<file path="src/logic/mma_cfg.svh">
`ifndef MMA_CFG_SVH
`define MMA_CFG_SVH

// Default SCL phase lengths in reference clock cycles
`define MMA_SCL_LOW_CYC   16'h0064
`define MMA_SCL_HIGH_CYC  16'h0064
`define MMA_CNT_W         16
// Bits per packet, data plus acknowledge slot
`define MMA_PKT_BITS      4'h9
`define MMA_ADDR_W        7

`endif

</file>
<file path="src/logic/mma_pkg.sv">
package mma_pkg;
    typedef enum logic [2:0] {
        MMA_IDLE,
        MMA_START,
        MMA_LOW,
        MMA_HIGH,
        MMA_STOP,
        MMA_SLAVE
    } mma_state_e;
endpackage

</file>
<file path="src/logic/mma_sync.sv">
`timescale 1ns/1ps
`include "mma_cfg.svh"

// ======================================================================
// Two-stage synchroniser for the bus lines
module mma_sync (
    input  wire logic i_ref_clk,
    input  wire logic i_rst_n,
    input  wire logic i_async,
    output logic      o_sync
);
    logic meta_ff;
    logic sync_ff;
    logic nxt_meta;
    logic nxt_sync;

    always_comb begin
        nxt_meta = i_async;
        nxt_sync = meta_ff;
    end

    // Idle bus is high, so reset to high
    always_ff @(posedge i_ref_clk or negedge i_rst_n) begin
        if (!i_rst_n) begin
            meta_ff <= 1'b1;
            sync_ff <= 1'b1;
        end else begin
            meta_ff <= nxt_meta;
            sync_ff <= nxt_sync;
        end
    end

    assign o_sync = sync_ff;
endmodule

</file>
<file path="src/logic/mma_arb.sv">
`timescale 1ns/1ps
`include "mma_cfg.svh"

// Operation
// - Of simultaneous masters only one finishes; losers stop transmitting at once.
// - On lost arbitration switch to slave mode and check own address.
// - Contention stays invisible to slaves; bus bits remain uncorrupted.
// - Only pull SCL low or release it; wired-AND gives shortest high.
// - Combined low lasts the longest low; hold SCL low until all release.
// - Time high and low phases from the observed SCL line, not own drive.
// - Sample SDA after driving each bit; mismatch means arbitration lost.
// - Loss only when SDA released high but seen low; driving low never loses.
// - After loss leave SDA released; may clock until packet ends.
// - Arbitrate bit by bit through address and data while contenders remain.
module mma_arb
    import mma_pkg::*;
#(
    parameter logic [`MMA_CNT_W-1:0]  LOW_CYC  = `MMA_SCL_LOW_CYC,
    parameter logic [`MMA_CNT_W-1:0]  HIGH_CYC = `MMA_SCL_HIGH_CYC,
    parameter logic [`MMA_ADDR_W-1:0] OWN_ADDR = 7'h2A
) (
    input  wire logic                  i_ref_clk,
    input  wire logic                  i_arst_n,
    input  wire logic                  i_start,
    input  wire logic [7:0]            i_tx_byte,
    input  wire logic                  i_last,
    input  wire logic                  i_ack_clr,
    input  wire logic                  i_scl,
    input  wire logic                  i_sda,
    output logic                       o_scl_oe_n,
    output logic                       o_sda_oe_n,
    output logic                       o_scl_out,
    output logic                       o_sda_out,
    output logic                       o_busy,
    output logic                       o_byte_done,
    output logic                       o_arb_lost,
    output logic                       o_addr_match,
    output logic [7:0]                 o_rx_byte
);
    // ==================================================================
    // Reset release and line synchronisers
    logic rst_meta_ff;
    logic rst_ff;
    logic scl_s;
    logic sda_s;

    always_ff @(posedge i_ref_clk or negedge i_arst_n) begin
        if (!i_arst_n) begin
            rst_meta_ff <= 1'b0;
            rst_ff      <= 1'b0;
        end else begin
            rst_meta_ff <= 1'b1;
            rst_ff      <= rst_meta_ff;
        end
    end

    mma_sync u_scl_sync (
        .i_ref_clk (i_ref_clk),
        .i_rst_n   (rst_ff),
        .i_async   (i_scl),
        .o_sync    (scl_s)
    );

    mma_sync u_sda_sync (
        .i_ref_clk (i_ref_clk),
        .i_rst_n   (rst_ff),
        .i_async   (i_sda),
        .o_sync    (sda_s)
    );

    // ==================================================================
    // Bit engine
    mma_state_e            state_ff,   nxt_state;
    logic [`MMA_CNT_W-1:0] cnt_ff,     nxt_cnt;
    logic [3:0]            bit_ff,     nxt_bit;
    logic [7:0]            sh_ff,      nxt_sh;
    logic [7:0]            rx_ff,      nxt_rx;
    logic                  scl_dr_ff,  nxt_scl_dr;
    logic                  sda_dr_ff,  nxt_sda_dr;
    logic                  lost_ff,    nxt_lost;
    logic                  done_ff,    nxt_done;
    logic                  match_ff,   nxt_match;
    logic                  first_ff,   nxt_first;
    logic                  busy_ff,    nxt_busy;
    logic                  scl_prev_ff;
    logic                  sda_prev_ff;
    logic                  tx_bit;

    // Acknowledge slot is released so the slave can drive it
    assign tx_bit = (bit_ff == `MMA_PKT_BITS - 4'h1) ? 1'b1 : sh_ff[7];

    always_comb begin
        nxt_state  = state_ff;
        nxt_cnt    = cnt_ff;
        nxt_bit    = bit_ff;
        nxt_sh     = sh_ff;
        nxt_rx     = rx_ff;
        nxt_scl_dr = scl_dr_ff;
        nxt_sda_dr = sda_dr_ff;
        nxt_lost   = lost_ff;
        nxt_done   = 1'b0;
        nxt_match  = match_ff;
        nxt_first  = first_ff;
        // Software clear loses against a new loss in the same cycle
        if (i_ack_clr) begin
            nxt_lost = 1'b0;
        end
        case (state_ff)
            MMA_IDLE: begin
                nxt_scl_dr = 1'b1;
                nxt_sda_dr = 1'b1;
                if (i_start && scl_s && sda_s) begin
                    nxt_sda_dr = 1'b0;
                    nxt_cnt    = HIGH_CYC;
                    nxt_sh     = i_tx_byte;
                    nxt_bit    = 4'h0;
                    nxt_first  = 1'b1;
                    nxt_match  = 1'b0;
                    nxt_state  = MMA_START;
                end
            end
            MMA_START: begin
                if (cnt_ff != '0) begin
                    nxt_cnt = cnt_ff - 1'b1;
                end else begin
                    nxt_scl_dr = 1'b0;
                    nxt_cnt    = LOW_CYC;
                    nxt_state  = MMA_LOW;
                end
            end
            MMA_LOW: begin
                if (!scl_s && cnt_ff != '0) begin
                    nxt_cnt = cnt_ff - 1'b1;
                end
                if (cnt_ff == LOW_CYC - 1'b1) begin
                    nxt_sda_dr = (nxt_lost || lost_ff) ? 1'b1 : tx_bit;
                end
                if (cnt_ff == '0) begin
                    nxt_scl_dr = 1'b1;
                    if (scl_s) begin
                        nxt_cnt   = HIGH_CYC;
                        nxt_state = MMA_HIGH;
                    end
                end
            end
            MMA_HIGH: begin
                if (cnt_ff == HIGH_CYC) begin
                    // Ack slot kept out so the received byte stands after the packet
                    if (bit_ff != `MMA_PKT_BITS - 4'h1) begin
                        nxt_rx = {rx_ff[6:0], sda_s};
                    end
                    if (sda_dr_ff && !sda_s && !lost_ff && bit_ff != 4'h8) begin
                        nxt_lost = 1'b1;
                    end
                end
                // shortest high wins when another pulls low
                if (!scl_s || cnt_ff == '0) begin
                    nxt_scl_dr = 1'b0;
                    nxt_cnt    = LOW_CYC;
                    nxt_sh     = {sh_ff[6:0], 1'b0};
                    nxt_bit    = bit_ff + 4'h1;
                    nxt_state  = MMA_LOW;
                    if (bit_ff == `MMA_PKT_BITS - 4'h1) begin
                        nxt_bit   = 4'h0;
                        nxt_done  = 1'b1;
                        nxt_first = 1'b0;
                        nxt_sh    = i_tx_byte;
                        // loser stops clocking at end of packet; winner goes to stop on the last byte, else clocks on
                        if (lost_ff) begin
                            nxt_scl_dr = 1'b1;
                            nxt_sda_dr = 1'b1;
                            nxt_state  = MMA_SLAVE;
                        end else if (i_last) begin
                            // Data falls in the stop state, once the clock line is low
                            nxt_state  = MMA_STOP;
                        end
                    end else if (bit_ff == 4'h7 && first_ff && lost_ff) begin
                        // address seen, compare with own
                        // Address is the first seven bits; the eighth is direction
                        nxt_match = (rx_ff[7:1] == OWN_ADDR);
                    end
                end else begin
                    nxt_cnt = cnt_ff - 1'b1;
                end
            end
            MMA_STOP: begin
                if (!scl_dr_ff) begin
                    // low timed from line; data moves only while clock is low
                    if (!scl_s) begin
                        nxt_sda_dr = 1'b0;
                    end
                    if (cnt_ff == '0 && !sda_dr_ff) begin
                        nxt_scl_dr = 1'b1;
                        nxt_cnt    = HIGH_CYC;
                    end else if (!scl_s && cnt_ff != '0) begin
                        nxt_cnt = cnt_ff - 1'b1;
                    end
                end else if (!scl_s) begin
                    // another master still holds the clock low
                    nxt_cnt = HIGH_CYC;
                end else if (cnt_ff != '0) begin
                    nxt_cnt = cnt_ff - 1'b1;
                end else begin
                    nxt_sda_dr = 1'b1;
                    nxt_state  = MMA_IDLE;
                end
            end
            MMA_SLAVE: begin
                nxt_scl_dr = 1'b1;
                nxt_sda_dr = 1'b1;
                // Bus stop: SDA rises while SCL high
                if (scl_s && scl_prev_ff && sda_s && !sda_prev_ff) begin
                    nxt_state = MMA_IDLE;
                end
                if (i_ack_clr) begin
                    nxt_state = MMA_IDLE;
                end
            end
            default: begin
                nxt_state = MMA_IDLE;
            end
        endcase
        nxt_busy = (nxt_state != MMA_IDLE);
    end

    always_ff @(posedge i_ref_clk or negedge rst_ff) begin
        if (!rst_ff) begin
            state_ff    <= MMA_IDLE;
            cnt_ff      <= '0;
            bit_ff      <= 4'h0;
            sh_ff       <= 8'h00;
            rx_ff       <= 8'h00;
            scl_dr_ff   <= 1'b1;
            sda_dr_ff   <= 1'b1;
            lost_ff     <= 1'b0;
            done_ff     <= 1'b0;
            match_ff    <= 1'b0;
            first_ff    <= 1'b0;
            scl_prev_ff <= 1'b1;
            sda_prev_ff <= 1'b1;
            busy_ff     <= 1'b0;
        end else begin
            state_ff    <= nxt_state;
            cnt_ff      <= nxt_cnt;
            bit_ff      <= nxt_bit;
            sh_ff       <= nxt_sh;
            rx_ff       <= nxt_rx;
            scl_dr_ff   <= nxt_scl_dr;
            sda_dr_ff   <= nxt_sda_dr;
            lost_ff     <= nxt_lost;
            done_ff     <= nxt_done;
            match_ff    <= nxt_match;
            first_ff    <= nxt_first;
            scl_prev_ff <= scl_s;
            sda_prev_ff <= sda_s;
            busy_ff     <= nxt_busy;
        end
    end

    // ==================================================================
    // Outputs straight from flip-flops, except the line values tied low
    // open-drain only, never a driven high
    assign o_scl_oe_n   = scl_dr_ff;
    assign o_sda_oe_n   = sda_dr_ff;
    assign o_scl_out    = 1'b0;
    assign o_sda_out    = 1'b0;
    assign o_arb_lost   = lost_ff;
    assign o_byte_done  = done_ff;
    assign o_addr_match = match_ff;
    assign o_rx_byte    = rx_ff;
    assign o_busy       = busy_ff;
endmodule

</file>
<file path="config.mk">
export PLATFORM = sky130hd
export DESIGN_NAME = mma_arb
export DESIGN_NICKNAME = d
export VERILOG_FILES = /design/src/logic/mma_pkg.sv /design/src/logic/mma_sync.sv /design/src/logic/mma_arb.sv
export VERILOG_INCLUDE_DIRS = /design/src /design/src/logic
export SDC_FILE = /design/constraint.sdc
export NUM_CORES = 1
export LEC_CHECK = 0
export ABC_AREA = 1
export BUFFER_PORTS_ARGS = -buffer_cell sky130_fd_sc_hd__clkbuf_2
export CAP_MARGIN = 15
export CORE_MARGIN = 5
export CORE_UTILIZATION = 50
export DETAILED_ROUTE_END_ITERATION = 7
export PLACE_DENSITY = 0.81
export SLEW_MARGIN = 20
export SYNTH_ARGS = -nofsm -noshare
export SYNTH_HDL_FRONTEND = slang
export SYNTH_SLANG_ARGS = --single-unit
</file>
<file path="constraint.sdc">
create_clock -name i_ref_clk -period 1.6 [get_ports i_ref_clk]
set_input_delay 0.32 -clock i_ref_clk [delete_from_list [all_inputs] [get_ports i_ref_clk]]
set_output_delay 0.32 -clock i_ref_clk [all_outputs]
set_load 0.005 [all_outputs]
</file>
==> results.py, run 1 <==
metrics = {
    "timing": {
        "setup_viol": 46,
        "worst_hold_slack_ns": 0.0556,
        "finalWorstPathRequiredPeriod_ns": 2.01,
        "slew_headroom_pct": 66.1,
        "max_clock_freq_ghz": 0.497,
        "timing_hold_violations_final": 0,
        "ratio_of_final_minimum_period_to_clock_period_pct": 126,
        "setup_repair_after_global_routing_missed_its_margin": "yes",
        "postLayoutSetupSlackWorst_ns": -0.412,
        "clock_tree_skew_after_final_layout_ns": 0.0172,
        "tightestPinTransition_ns": 0.504,
        "finalMaxSlewViolations": 0,
    },
    "global_route": {
        "grt_max_degree": 28,
        "total_routing_resource_utilization_after_global_routing_pct": 29.9,
        "grt_pass1_vias": 4153,
        "antenna_violations_before_repair": 0,
        "use_met3_pct": 4.73,
        "overflow": 0,
        "grt_first_pass_wirelength_mm": 20.4,
        "grt.busiest_layer": "met2",
        "met1_usage_pct": 37.8,
        "use_met2_pct": 50.7,
    },
    "power_and_ir_drop": {
        "cellPowerDensity_nw_per_um2": 1880,
        "clockPowerShare_pct": 8.6,
        "switchingPower_mw": 5.22,
        "irDropWorstVdd_v": 0.00107,
        "power.static_leakage_nw": 2.73,
        "comb_power_share_pct": 70.5,
        "internal_power_mw": 5.09,
        "total_power_mw": 10.3,
        "power.share.sequential_pct": 20.9,
        "power.share.switching_pct": 50.6,
    },
    "cells_and_area": {
        "antenna_cells": 0,
        "finish.net_count": 667,
        "fillerInstances": 368,
        "layout.core_utilization_pct": 80.3,
        "drive_gt1_share_pct": 49.1,
        "flow.area_growth_from_synthesis_pct": 55.4,
    },
    "yosys": {
        "synth_simple_gate_area_share_pct": 38.2,
        "main_combinational_cell_family_by_area_after_synthesis": "simple AND/OR/NAND/NOR gates",
        "post_synth.cell_area_avg_um2": 7.16,
        "synthesis.area_um2": 3530,
        "synth_xor_xnor_area_share_pct": 1.24,
        "synth-compound-area-share_pct": 9.57,
        "muxShareOfSynthArea_pct": 0,
        "netlist-cell-type-count": 41,
        "synthDominantCellAreaShare_pct": 32.6,
        "synth_ff_type": "sky130_fd_sc_hd__dfrtp_1",
        "synth.yosys.warnings": 0,
        "yosys-top-cells-area": "sky130_fd_sc_hd__dfrtp_1, sky130_fd_sc_hd__nand2_1, sky130_fd_sc_hd__inv_1",
        "seq_area_frac_synth_pct": 38.6,
        "ys_ff_latch": 54,
        "synth_enable_flop_cells": 0,
        "synthArstFlopShare_pct": 100,
        "synthesis.instances": 493,
        "synth_adder_area_share_pct": 1.77,
        "synth_area_leader_cell": "sky130_fd_sc_hd__dfrtp_1",
    },
    "critical_path": {
        "cp_data_arrival_time_ns": 2.23,
        "cell_depth_of_the_worst_flop_to_flop_path": 12,
        "crit_start": "state_ff[0]",
        "critical_path.startpoint_type": "register",
        "critPathCaptureType": "register",
        "cp_max_fo": 7,
        "critPathRequiredTime_ns": 1.82,
        "worst-setup-path-type": "reg2reg",
        "worst_r2r_startpoint": "state_ff[0]",
    },
    "hold_path": {
        "min_delay_path_depth": 1,
        "class_of_the_tightest_hold_or_removal_check": "in2reg",
        "hold_path.startpoint": "i_scl",
    },
    "status": {
        "status": "complete, but fails checks",
        "violated_checks": "negative setup slack",
    },
    "floorplan": {
        "floorplan.rows": 30,
        "die_height_um": 94.0,
        "chipWidth_um": 94.0,
        "die_area_um2": 8840,
        "initial_core_util_pct": 51.6,
        "core_area_um2": 6830,
        "floorplan.io_pins": 31,
    },
    "cts": {
        "clock_insertion_delay_worst_skew_ns": 0.34,
        "cts_root_buffer": "sky130_fd_sc_hd__clkbuf_8",
        "htreeDepth": 2,
        "tritoncts_clock_tree": "yes",
        "cts_inserted_buffers": 5,
        "clock_sinks": 54,
        "clk_pin_slew_ns": 0.12,
        "max-clock-path-buffers": 2,
    },
    "drt": {
        "antenna_violating_nets_post_route": 0,
        "dr.first_iter.drc_count": 726,
        "totalWireLength_mm": 15.9,
        "vias_per_cell": 6.13,
        "routedWlPerCell_um": 21.4,
        "drcViolationCount": 0,
        "first_pass_iters": 8,
        "routed_vias": 4560,
    },
    "placed_design": {
        "gpl.final_weighted_congestion": 0.959,
        "place.detailed.hpwl_mm": 7.76,
        "buffer_ports.inserted": 28,
        "dpl_worst_slack_ns": -0.300,
    },
    "job": {
        "drv.max_cap_violation_count": 0,
    },
}
synthesized netlist by cell type (2+ instances only):
master                     count
sky130_fd_sc_hd__nor2_1       47
sky130_fd_sc_hd__nand4_1       8
sky130_fd_sc_hd__buf_6         3
sky130_fd_sc_hd__a211oi_1      2
sky130_fd_sc_hd__nor3_2        2
sky130_fd_sc_hd__nor3_1       15
sky130_fd_sc_hd__nand3_2       5
sky130_fd_sc_hd__nand2_2      11
sky130_fd_sc_hd__dfstp_2       8
sky130_fd_sc_hd__ha_1          5
sky130_fd_sc_hd__inv_1        67
sky130_fd_sc_hd__conb_1        2
sky130_fd_sc_hd__nor2_2        8
sky130_fd_sc_hd__buf_2         6
sky130_fd_sc_hd__inv_2         6
sky130_fd_sc_hd__buf_4         4
sky130_fd_sc_hd__dfrtp_1      46
sky130_fd_sc_hd__o21ai_1      15
sky130_fd_sc_hd__o21ai_0      20
sky130_fd_sc_hd__a21oi_1       8
sky130_fd_sc_hd__nor2_4        6
sky130_fd_sc_hd__nand2_1     124
sky130_fd_sc_hd__o22ai_1       4
sky130_fd_sc_hd__xor2_1        4
sky130_fd_sc_hd__nand2_4       4
sky130_fd_sc_hd__nand3_1      48
logic make-up after synthesis:
logic type                 count (synthesis)
and+or+nand+nor                          282
other                                      2
adders and majority gates                  5
xor gates and xnor gates                   5
buffers and inverters                     86
DFF                                       54
AOI/OAI and AO/OA                         59
power groups by stage:
stage	clock network, mW	logic (mW)	registers [mW]
after floorplan	0	2.88	2.06
after global placement	0	4.76	2.02
after detailed placement	0	4.89	2.04
after CTS	0.869	5.72	2.06
after global routing	0.937	7.59	2.18
final	0.889	7.27	2.16
critical path, cell delays in order (launching register included):
cell,delay [ns]
sky130_fd_sc_hd__dfrtp_1,0.47
sky130_fd_sc_hd__buf_6,0.16
sky130_fd_sc_hd__inv_4,0.05
sky130_fd_sc_hd__nor2_4,0.15
sky130_fd_sc_hd__inv_4,0.06
sky130_fd_sc_hd__nor2_4,0.12
sky130_fd_sc_hd__buf_6,0.15
sky130_fd_sc_hd__buf_6,0.11
sky130_fd_sc_hd__nand2_4,0.06
sky130_fd_sc_hd__nand2_8,0.15
sky130_fd_sc_hd__inv_8,0.06
sky130_fd_sc_hd__nor3_2,0.25
sky130_fd_sc_hd__nor2_2,0.09
routing by layer:
layer | routed length (um) | vias to the layer above
met5 | 0 | -
met4 | 1290 | 0
met3 | 1680 | 146
met2 | 7410 | 408
met1 | 5520 | 2117
li1 | - | 1889
state kept, by name, summed over array words and instances, names as in the netlist, 3 cells and up:
register   count
sh_ff          8
o_rx_byte      8
bit_ff         4
state_ff       3
cnt_ff        16
final cells by class:
type | count | area, um2 | share of cell area, %
Timing Repair inverter | 1 | 6.26 | 0.114
Multi-Input combinational cell | 355 | 2380 | 43.4
Inverter | 73 | 294 | 5.36
Sequential cell | 54 | 1370 | 24.9
Clock buffer | 5 | 68.8 | 1.25
Timing Repair Buffer | 157 | 1220 | 22.3
Tap cell | 96 | 120 | 2.19
Clock inverter | 3 | 28.8 | 0.525
what timing repair did:
action | in CTS | in global routing
gates resized for setup | 76 | 98
endpoints found under the hold margin | 2 | 0
buffers inserted | 22 | 10
hold buffers | 1 | 0
cloned | 1 | 1
setup endpoints to repair | 45 | 46
pin swaps | 29 | 37
layout by cell type, fill, tap and decap left out, types with 5 or more instances in the layout:
cell type	Yosys	routed
sky130_fd_sc_hd__inv_1	67	57
sky130_fd_sc_hd__nand3_2	5	6
sky130_fd_sc_hd__nor2_1	47	21
sky130_fd_sc_hd__o21ai_0	20	8
sky130_fd_sc_hd__dfstp_2	8	8
sky130_fd_sc_hd__inv_2	6	10
sky130_fd_sc_hd__dfrtp_1	46	42
sky130_fd_sc_hd__nand2_2	11	19
sky130_fd_sc_hd__a21oi_2	1	5
sky130_fd_sc_hd__clkbuf_2	0	28
sky130_fd_sc_hd__nand2_1	124	105
sky130_fd_sc_hd__nand2_4	4	13
sky130_fd_sc_hd__clkbuf_8	0	5
sky130_fd_sc_hd__buf_4	4	109
sky130_fd_sc_hd__o21ai_1	15	19
sky130_fd_sc_hd__buf_6	3	14
sky130_fd_sc_hd__nand3_1	48	42
sky130_fd_sc_hd__inv_4	0	6
sky130_fd_sc_hd__o21ai_2	1	9
sky130_fd_sc_hd__nor2_2	8	19
sky130_fd_sc_hd__nor3_2	2	7
sky130_fd_sc_hd__nand3_4	0	5
sky130_fd_sc_hd__nand4_1	8	8
sky130_fd_sc_hd__nor2_4	6	21
sky130_fd_sc_hd__nor3_1	15	6
per-stage QoR:
step	setup TNS, ns	cell area [um2]	std cells
6_report	-13.28	5480	744
2_1_floorplan	-0.0153	3560	494
5_1_grt	-14.09	5480	744
3_5_place_dp	-5.83	4490	701
4_1_cts	-3.62	5030	733
3_3_place_gp	-3.54	4490	701
path summary, 6_finish.rpt:
kind | end | slack (ns)
max reg2reg | sh_ff[3] | -0.41
max in group asynchronous | o_sda_oe_n | 0.94
max | sh_ff[3] | -0.41
min reg2reg | o_arb_lost | 0.30
min in group asynchronous | o_arb_lost | 0.30
min | u_scl_sync.meta_ff | 0.06
(Power assumes the default switching activity.)
==> run 2: changes to the inputs <==
==> constraint.sdc (replaced) <==
create_clock -name i_ref_clk -period 1.6 [get_ports i_ref_clk]
set_input_delay 0.08 -clock i_ref_clk [delete_from_list [all_inputs] [get_ports i_ref_clk]]
set_output_delay 0.08 -clock i_ref_clk [all_outputs]
set_load 0.005 [all_outputs]
==> run 2 against run 1 <==
Effect of this change:
- the run ends with design-rule violations, negative setup slack left
- sequential power about the same
- clock power increased by 2.5%
- combinational power increased by 6.9%
- largest power group unchanged
- highest routed layer unchanged
==> results.py, run 2 (synthesis gave the netlist of run 1 again) <==
metrics = {
    "status": {
        "status": "complete, but fails checks",
        "violated_checks": "design-rule violations, negative setup slack",
    },
    "cts": {
        "clock_insertion_delay_worst_skew_ns": 0.35,
        "htreeDepth": 2,
        "cts_inserted_buffers": 5,
        "cts_root_buffer": "sky130_fd_sc_hd__clkbuf_8",
        "tritoncts_clock_tree": "yes",
        "clock_sinks": 54,
        "clk_pin_slew_ns": 0.14,
        "max-clock-path-buffers": 2,
    },
    "floorplan": {
        "floorplan.io_pins": 31,
        "initial_core_util_pct": 51.6,
        "die_height_um": 94.0,
        "floorplan.rows": 30,
        "core_area_um2": 6830,
        "chipWidth_um": 94.0,
        "die_area_um2": 8840,
    },
    "global_route": {
        "met1_usage_pct": 37.3,
        "grt_pass1_vias": 4202,
        "use_met2_pct": 50.9,
        "grt_first_pass_wirelength_mm": 20.8,
        "use_met3_pct": 5.53,
        "grt.busiest_layer": "met2",
        "antenna_violations_before_repair": 0,
        "grt_max_degree": 28,
        "total_routing_resource_utilization_after_global_routing_pct": 30.4,
        "overflow": 0,
    },
    "critical_path": {
        "timing.critical_path.mode_cell": "sky130_fd_sc_hd__nand2_4",
        "critical_path.startpoint_type": "register",
        "worst-setup-path-type": "reg2reg",
        "cpPeakStageDelay_ns": 0.49,
        "cell_depth_of_the_worst_flop_to_flop_path": 11,
        "crit_path_cell_trace": "nor2_4, nand2_4, nor2_4, nand2_4, nand2_4, o21ai_1, o21ai_1, inv_1, nand3_1, nand2_1, inv_1",
        "cpMaxStageDelayCell": "sky130_fd_sc_hd__dfrtp_2",
        "cp_max_fo": 8,
        "cp_data_arrival_time_ns": 2.44,
        "path_delay_family": "simple AND/OR/NAND/NOR gates",
        "critPathCaptureType": "register",
        "path_buf_inv": 2,
        "critPathRequiredTime_ns": 1.88,
        "cp.depth": 11,
    },
    "drt": {
        "routedWlPerCell_um": 23.4,
        "first_pass_iters": 8,
        "antenna_violating_nets_post_route": 0,
        "routed_vias": 4769,
        "dr.first_iter.drc_count": 792,
        "vias_per_cell": 6.37,
        "totalWireLength_mm": 17.5,
        "drcViolationCount": 1,
    },
    "hold_path": {
        "class_of_the_tightest_hold_or_removal_check": "in2reg",
        "min_delay_path_depth": 3,
    },
    "power_and_ir_drop": {
        "comb_power_share_pct": 71.7,
        "irDropWorstVdd_v": 0.00118,
        "switchingPower_mw": 5.63,
        "cellPowerDensity_nw_per_um2": 1910,
        "internal_power_mw": 5.20,
        "power.static_leakage_nw": 2.78,
        "clockPowerShare_pct": 8.4,
        "power.share.switching_pct": 52.0,
        "power.share.sequential_pct": 19.9,
    },
    "timing": {
        "setup_viol": 46,
        "finalWorstPathRequiredPeriod_ns": 2.16,
        "timing_hold_violations_final": 0,
        "ratio_of_final_minimum_period_to_clock_period_pct": 135,
        "setup_repair_after_global_routing_missed_its_margin": "yes",
        "slew_headroom_pct": 66.7,
        "clock_tree_skew_after_final_layout_ns": 0.0225,
        "tightestPinTransition_ns": 0.496,
        "postLayoutSetupSlackWorst_ns": -0.560,
        "max_clock_freq_ghz": 0.463,
        "finalMaxSlewViolations": 0,
        "sum_neg_setup_slack_ns": -14.22,
    },
    "cells_and_area": {
        "layout.cells.most_common": "sky130_fd_sc_hd__buf_4",
        "finish.net_count": 672,
        "flow.area_growth_from_synthesis_pct": 61.0,
        "drive_gt1_share_pct": 52.1,
        "final_cell_mix": "sky130_fd_sc_hd__buf_4, sky130_fd_sc_hd__nand2_1, sky130_fd_sc_hd__inv_1, sky130_fd_sc_hd__dfrtp_1, sky130_fd_sc_hd__nand3_1",
        "final_design_area_no_fill_um2": 5680,
        "largest_register_ffs": 16,
        "antenna_cells": 0,
        "final_cells": 749,
        "max_flop_register": "cnt_ff",
    },
    "job": {
        "drv.max_cap_violation_count": 0,
    },
    "placed_design": {
        "placedInstanceArea_um2": 4490,
        "placedCellCount": 701,
        "buffer_ports.inserted": 28,
        "place.detailed.hpwl_mm": 7.76,
        "gpl.final_weighted_congestion": 0.959,
    },
}
run 2: cell types whose count changed in the layout (fill, tap and decap cells not counted), moves of 4 or more:
| cell | delta |
|---|---|
| sky130_fd_sc_hd__nand2_1 | -9 |
| sky130_fd_sc_hd__nand3_2 | +5 |
| sky130_fd_sc_hd__nand3_1 | -6 |
| sky130_fd_sc_hd__inv_2 | +5 |
| sky130_fd_sc_hd__buf_4 | -8 |
| sky130_fd_sc_hd__nor2_2 | -4 |
| sky130_fd_sc_hd__dlygate4sd3_1 | +4 |
| sky130_fd_sc_hd__nand2_4 | +4 |
| sky130_fd_sc_hd__buf_6 | +9 |
| sky130_fd_sc_hd__nand2_2 | +4 |
| sky130_fd_sc_hd__inv_1 | -5 |
run 2: tightest hold or removal path, stage by stage:
cell	delay (ns)
sky130_fd_sc_hd__clkbuf_2	0.08
sky130_fd_sc_hd__o22ai_1	0.07
sky130_fd_sc_hd__nor2_1	0.09
run 2: per-layer routing:
layer	vias up	wire, um
met5	-	0
met2	507	7590
met3	219	2340
met4	0	1980
li1	1894	-
met1	2149	5640
run 2: final cells by class:
cell class	instances	area (um2)
clock buffer	5	68.8
clock inverter	3	28.8
fill	320	1150
inverter	73	294
multi-input combinational	355	2490
sequential	54	1370
tap	96	120
timing repair buffer	162	1300
timing repair inverter	1	6.26
run 2: power groups by stage:
stage          logic (mW)  registers (mW)  clock network [mW]
2_1_floorplan        2.88            2.06                   0
3_3_place_gp         4.76            2.02                   0
3_5_place_dp         4.89            2.04                   0
4_1_cts              5.73            2.06               0.869
5_1_grt              8.05            2.17               0.950
6_report             7.77            2.15               0.911
run 2: timing repair:
action	CTS	global route
setup endpoints to repair	45	46
cloned	1	1
endpoints found under the hold margin	6	0
pin swaps	29	57
buffers inserted	22	11
gates resized for setup	76	139
hold buffers	5	0
run 2: path summary, 6_finish.rpt:
kind                               from          end  slack (ns)
min reg2reg                      rst_ff  state_ff[0]        0.29
min in group asynchronous      i_arst_n  rst_meta_ff        0.06
max reg2reg                   cnt_ff[3]    cnt_ff[2]       -0.56
max                           cnt_ff[3]    cnt_ff[2]       -0.56
max in group asynchronous        rst_ff   o_sda_oe_n        0.96
min                        i_tx_byte[3]     sh_ff[3]        0.02
run 2: through the flow:
step           hold WS, ns  total power [mW]  util, %  setup WS, ns
3_3_place_gp        -0.135              6.78     65.7        -0.235
2_1_floorplan       -0.216              4.94        -       -0.0153
4_1_cts            0.00968              8.65     74.3        -0.181
5_1_grt             0.0492              11.2     83.2        -0.578
6_report            0.0226              10.8     83.2        -0.560
3_5_place_dp        -0.132              6.93     65.7        -0.300
==> run 3: changes to the inputs <==
- ABC_AREA: 1 -> 0
- PLACE_DENSITY: 0.81 -> 0.79
- clock period: 1.6 -> 2.09 ns (I/O delays scaled with it)
==> run 3 against run 2 <==
Effect of this change:
- the run ends with negative setup slack left
- final cell count is 28% lower
- final area is 21% lower
- largest power group unchanged
- critical endpoint is now cnt_ff[10]
- critical path depth is 1 lower
- sequential power is 25% lower
- via count is 29% lower
- area after synthesis is 10% lower
- worst setup slack worse by 0.15 ns
==> results.py, run 3 <==
metrics = {
    "status": {
        "status": "complete, but fails checks",
        "violated_checks": "negative setup slack",
    },
    "critical_path": {
        "critPathCaptureType": "register",
        "cpMaxStageDelayCell": "sky130_fd_sc_hd__or4_4",
        "cpPeakStageDelay_ns": 0.50,
        "crit_path_cell_trace": "inv_2, ha_4, or4b_4, or4_4, o311ai_4, buf_4, nor2_2, nand2_1, buf_6, o311ai_1",
        "worst_setup_path_endpoint": "cnt_ff[10]",
        "worst_r2r_startpoint": "cnt_ff[0]",
        "critical_path.startpoint_type": "register",
        "critPathRequiredTime_ns": 2.30,
        "cp_max_fo": 7,
        "worst-setup-path-type": "reg2reg",
        "worst_r2r_endpoint": "cnt_ff[10]",
        "cell_depth_of_the_worst_flop_to_flop_path": 10,
        "cp_data_arrival_time_ns": 3.02,
        "crit_start": "cnt_ff[0]",
        "regToRegSetupSlack_ns": -0.71,
    },
    "timing": {
        "setup_viol": 46,
        "max_clock_freq_ghz": 0.357,
        "sum_neg_setup_slack_ns": -24.61,
        "worst_hold_slack_ns": 0.0550,
        "ratio_of_final_minimum_period_to_clock_period_pct": 134,
        "clock_tree_skew_after_final_layout_ns": 0.0118,
        "postLayoutSetupSlackWorst_ns": -0.712,
        "finalMaxSlewViolations": 0,
        "timing_hold_violations_final": 0,
        "finalWorstPathRequiredPeriod_ns": 2.80,
        "setup_repair_after_global_routing_missed_its_margin": "yes",
        "tightestPinTransition_ns": 0.577,
        "slew_headroom_pct": 61.3,
    },
    "yosys": {
        "synthesis.instances": 352,
        "most_repeated_cell_in_the_gate_level_netlist_after_synthesis": "sky130_fd_sc_hd__dfrtp_1",
        "netlist-cell-type-count": 63,
        "synth_area_leader_cell": "sky130_fd_sc_hd__dfrtp_1",
        "synthesis.area_um2": 3170,
        "synthArstFlopShare_pct": 100,
        "synth.yosys.warnings": 0,
        "synthDominantCellAreaShare_pct": 36.4,
        "synth_ff_type": "sky130_fd_sc_hd__dfrtp_1",
        "ys_ff_latch": 54,
        "post_synth.cell_area_avg_um2": 8.99,
        "seq_area_frac_synth_pct": 43.0,
        "synth_enable_flop_cells": 0,
        "yosys-top-cells-area": "sky130_fd_sc_hd__dfrtp_1, sky130_fd_sc_hd__dfstp_2, sky130_fd_sc_hd__o21ai_0",
        "yosys-top-cells-count": "sky130_fd_sc_hd__dfrtp_1, sky130_fd_sc_hd__nor2_1, sky130_fd_sc_hd__nand2_1",
    },
    "drt": {
        "routedWlPerCell_um": 19.4,
        "dr_wl_met3_um": 836,
        "vias_per_cell": 6.29,
        "met2_wirelength_mm": 5.20,
        "drcViolationCount": 0,
        "routed_vias": 3378,
        "antenna_violating_nets_post_route": 0,
        "first_pass_iters": 5,
        "top_layer": "met4",
        "totalWireLength_mm": 10.4,
        "dr.first_iter.drc_count": 396,
        "detail_route.wirelength.met1_mm": 4.05,
    },
    "cells_and_area": {
        "final_cells": 537,
        "finish.net_count": 479,
        "antenna_cells": 0,
        "drive_gt1_share_pct": 44.8,
        "largest_register_ffs": 16,
        "max_flop_register": "cnt_ff",
        "layout.cells.most_common": "sky130_fd_sc_hd__buf_4",
        "final_cell_mix": "sky130_fd_sc_hd__buf_4, sky130_fd_sc_hd__dfrtp_1, sky130_fd_sc_hd__nor2_1, sky130_fd_sc_hd__clkbuf_2, sky130_fd_sc_hd__nand2_1",
        "flow.area_growth_from_synthesis_pct": 41.6,
        "layout.core_utilization_pct": 71.8,
    },
    "placed_design": {
        "placedCellCount": 506,
        "buffer_ports.inserted": 28,
        "place.detailed.hpwl_mm": 6.37,
        "gpl.final_weighted_congestion": 0.926,
    },
    "cts": {
        "cts_inserted_buffers": 5,
        "clock_insertion_delay_worst_skew_ns": 0.33,
        "max-clock-path-buffers": 2,
        "tritoncts_clock_tree": "yes",
        "clock_sinks": 54,
        "htreeDepth": 2,
        "clk_pin_slew_ns": 0.12,
        "cts_root_buffer": "sky130_fd_sc_hd__clkbuf_8",
    },
    "floorplan": {
        "floorplan.io_pins": 31,
        "die_height_um": 89.6,
        "chipWidth_um": 89.6,
        "core_area_um2": 6240,
        "floorplan.rows": 29,
        "die_area_um2": 8020,
        "initial_core_util_pct": 50.7,
    },
    "power_and_ir_drop": {
        "power.static_leakage_nw": 2.08,
        "cellPowerDensity_nw_per_um2": 1420,
        "comb_power_share_pct": 64.4,
        "internal_power_mw": 3.49,
        "power.share.sequential_pct": 25.3,
        "total_power_mw": 6.37,
        "power.share.switching_pct": 45.1,
        "irDropWorstVdd_v": 0.000871,
        "clockPowerShare_pct": 10.2,
        "switchingPower_mw": 2.87,
    },
    "global_route": {
        "grt_pass1_vias": 3262,
        "total_routing_resource_utilization_after_global_routing_pct": 26.0,
        "grt_first_pass_wirelength_mm": 16.2,
        "antenna_violations_before_repair": 0,
        "grt_max_degree": 21,
        "overflow": 0,
    },
    "job": {
        "drv.max_cap_violation_count": 0,
    },
    "hold_path": {
        "class_of_the_tightest_hold_or_removal_check": "in2reg",
    },
}
[run 3: cell types whose count changed after synthesis, sizes merged, moves of 6 or more]
cell / change
or3: +8
clkbuf: +12
nor2: -26
inv: -58
a21oi: +10
or4: +6
mux2i: +10
nor3: -11
nand3: -39
mux2: +8
nand2: -104
[run 3: power groups by stage]
stage / sequential (mW) / combinational [mW] / clock [mW]
final: 1.61 / 4.10 / 0.652
after global routing: 1.64 / 4.35 / 0.707
after CTS: 1.59 / 3.59 / 0.645
after detailed placement: 1.60 / 3.09 / 0
after global placement: 1.58 / 2.98 / 0
after floorplan: 1.61 / 1.84 / 0
[run 3: cell type report]
class	count	area [um2]
Multi-Input combinational cell	262	1930
Inverter	15	56.3
Tap cell	77	96.3
Timing Repair Buffer	121	937
Clock buffer	5	68.8
Clock inverter	3	28.8
Sequential cell	54	1360
Fill cell	407	1760
[run 3: worst min-delay path by stage]
stage | from | to | slack, ns | cells past startpoint
2_1_floorplan | i_arst_n | rst_ff | -0.19 | 0
3_3_place_gp | i_arst_n | rst_meta_ff | -0.11 | 1
3_5_place_dp | i_arst_n | rst_meta_ff | -0.11 | 1
4_1_cts | i_tx_byte[5] | sh_ff[5] | 0.06 | 3
5_1_grt | i_tx_byte[4] | sh_ff[4] | 0.06 | 3
6_report | i_tx_byte[4] | sh_ff[4] | 0.05 | 3
[run 3: per-stage QoR]
| stage | worst slack, ns | cell area [um2] |
|---|---|---|
| floorplan | -0.594 | 3200 |
| global placement | -0.556 | 3870 |
| detailed placement | -0.675 | 3870 |
| CTS | -0.542 | 4310 |
| global route | -0.759 | 4480 |
| finish | -0.712 | 4480 |
[run 3: timing repair]
item / CTS / global route
endpoints found under the setup margin: 46 / 46
gates resized for setup: 56 / 35
buffers inserted: 11 / 4
cloned: 3 / 1
endpoints found under the hold margin: 6 / 0
hold buffers: 5 / 0
pin swaps: 17 / 9
[run 3: per-layer routing]
| metal | vias to the layer above | track usage [%] |
|---|---|---|
| li1 | 1513 | - |
| met4 | 0 | 12.7 |
| met5 | - | 0 |
| met3 | 35 | 4.65 |
| met2 | 230 | 40.3 |
| met1 | 1600 | 35.3 |
[run 3: logic make-up after synthesis]
logic type / Yosys count / synth area share [%]
AND/OR/NAND/NOR: 135 / 21.7
AO/OA/AOI/OAI: 100 / 21.4
flip-flops: 54 / 43.0
buffers and inverters: 38 / 5.65
multiplexers: 18 / 6.01
adder cells (fa/ha/maj): 5 / 1.98
other: 2 / 0.237
[run 3: critical path, delay by kind of cell (launching register included)]
| kind | cells | cell delay [ns] |
|---|---|---|
| flip-flops | 1 | 0.45 |
| AND/OR/NAND/NOR | 4 | 1.13 |
| AO/OA/AOI/OAI | 2 | 0.53 |
| adder cells (fa/ha/maj) | 1 | 0.14 |
| buffers and inverters | 3 | 0.44 |
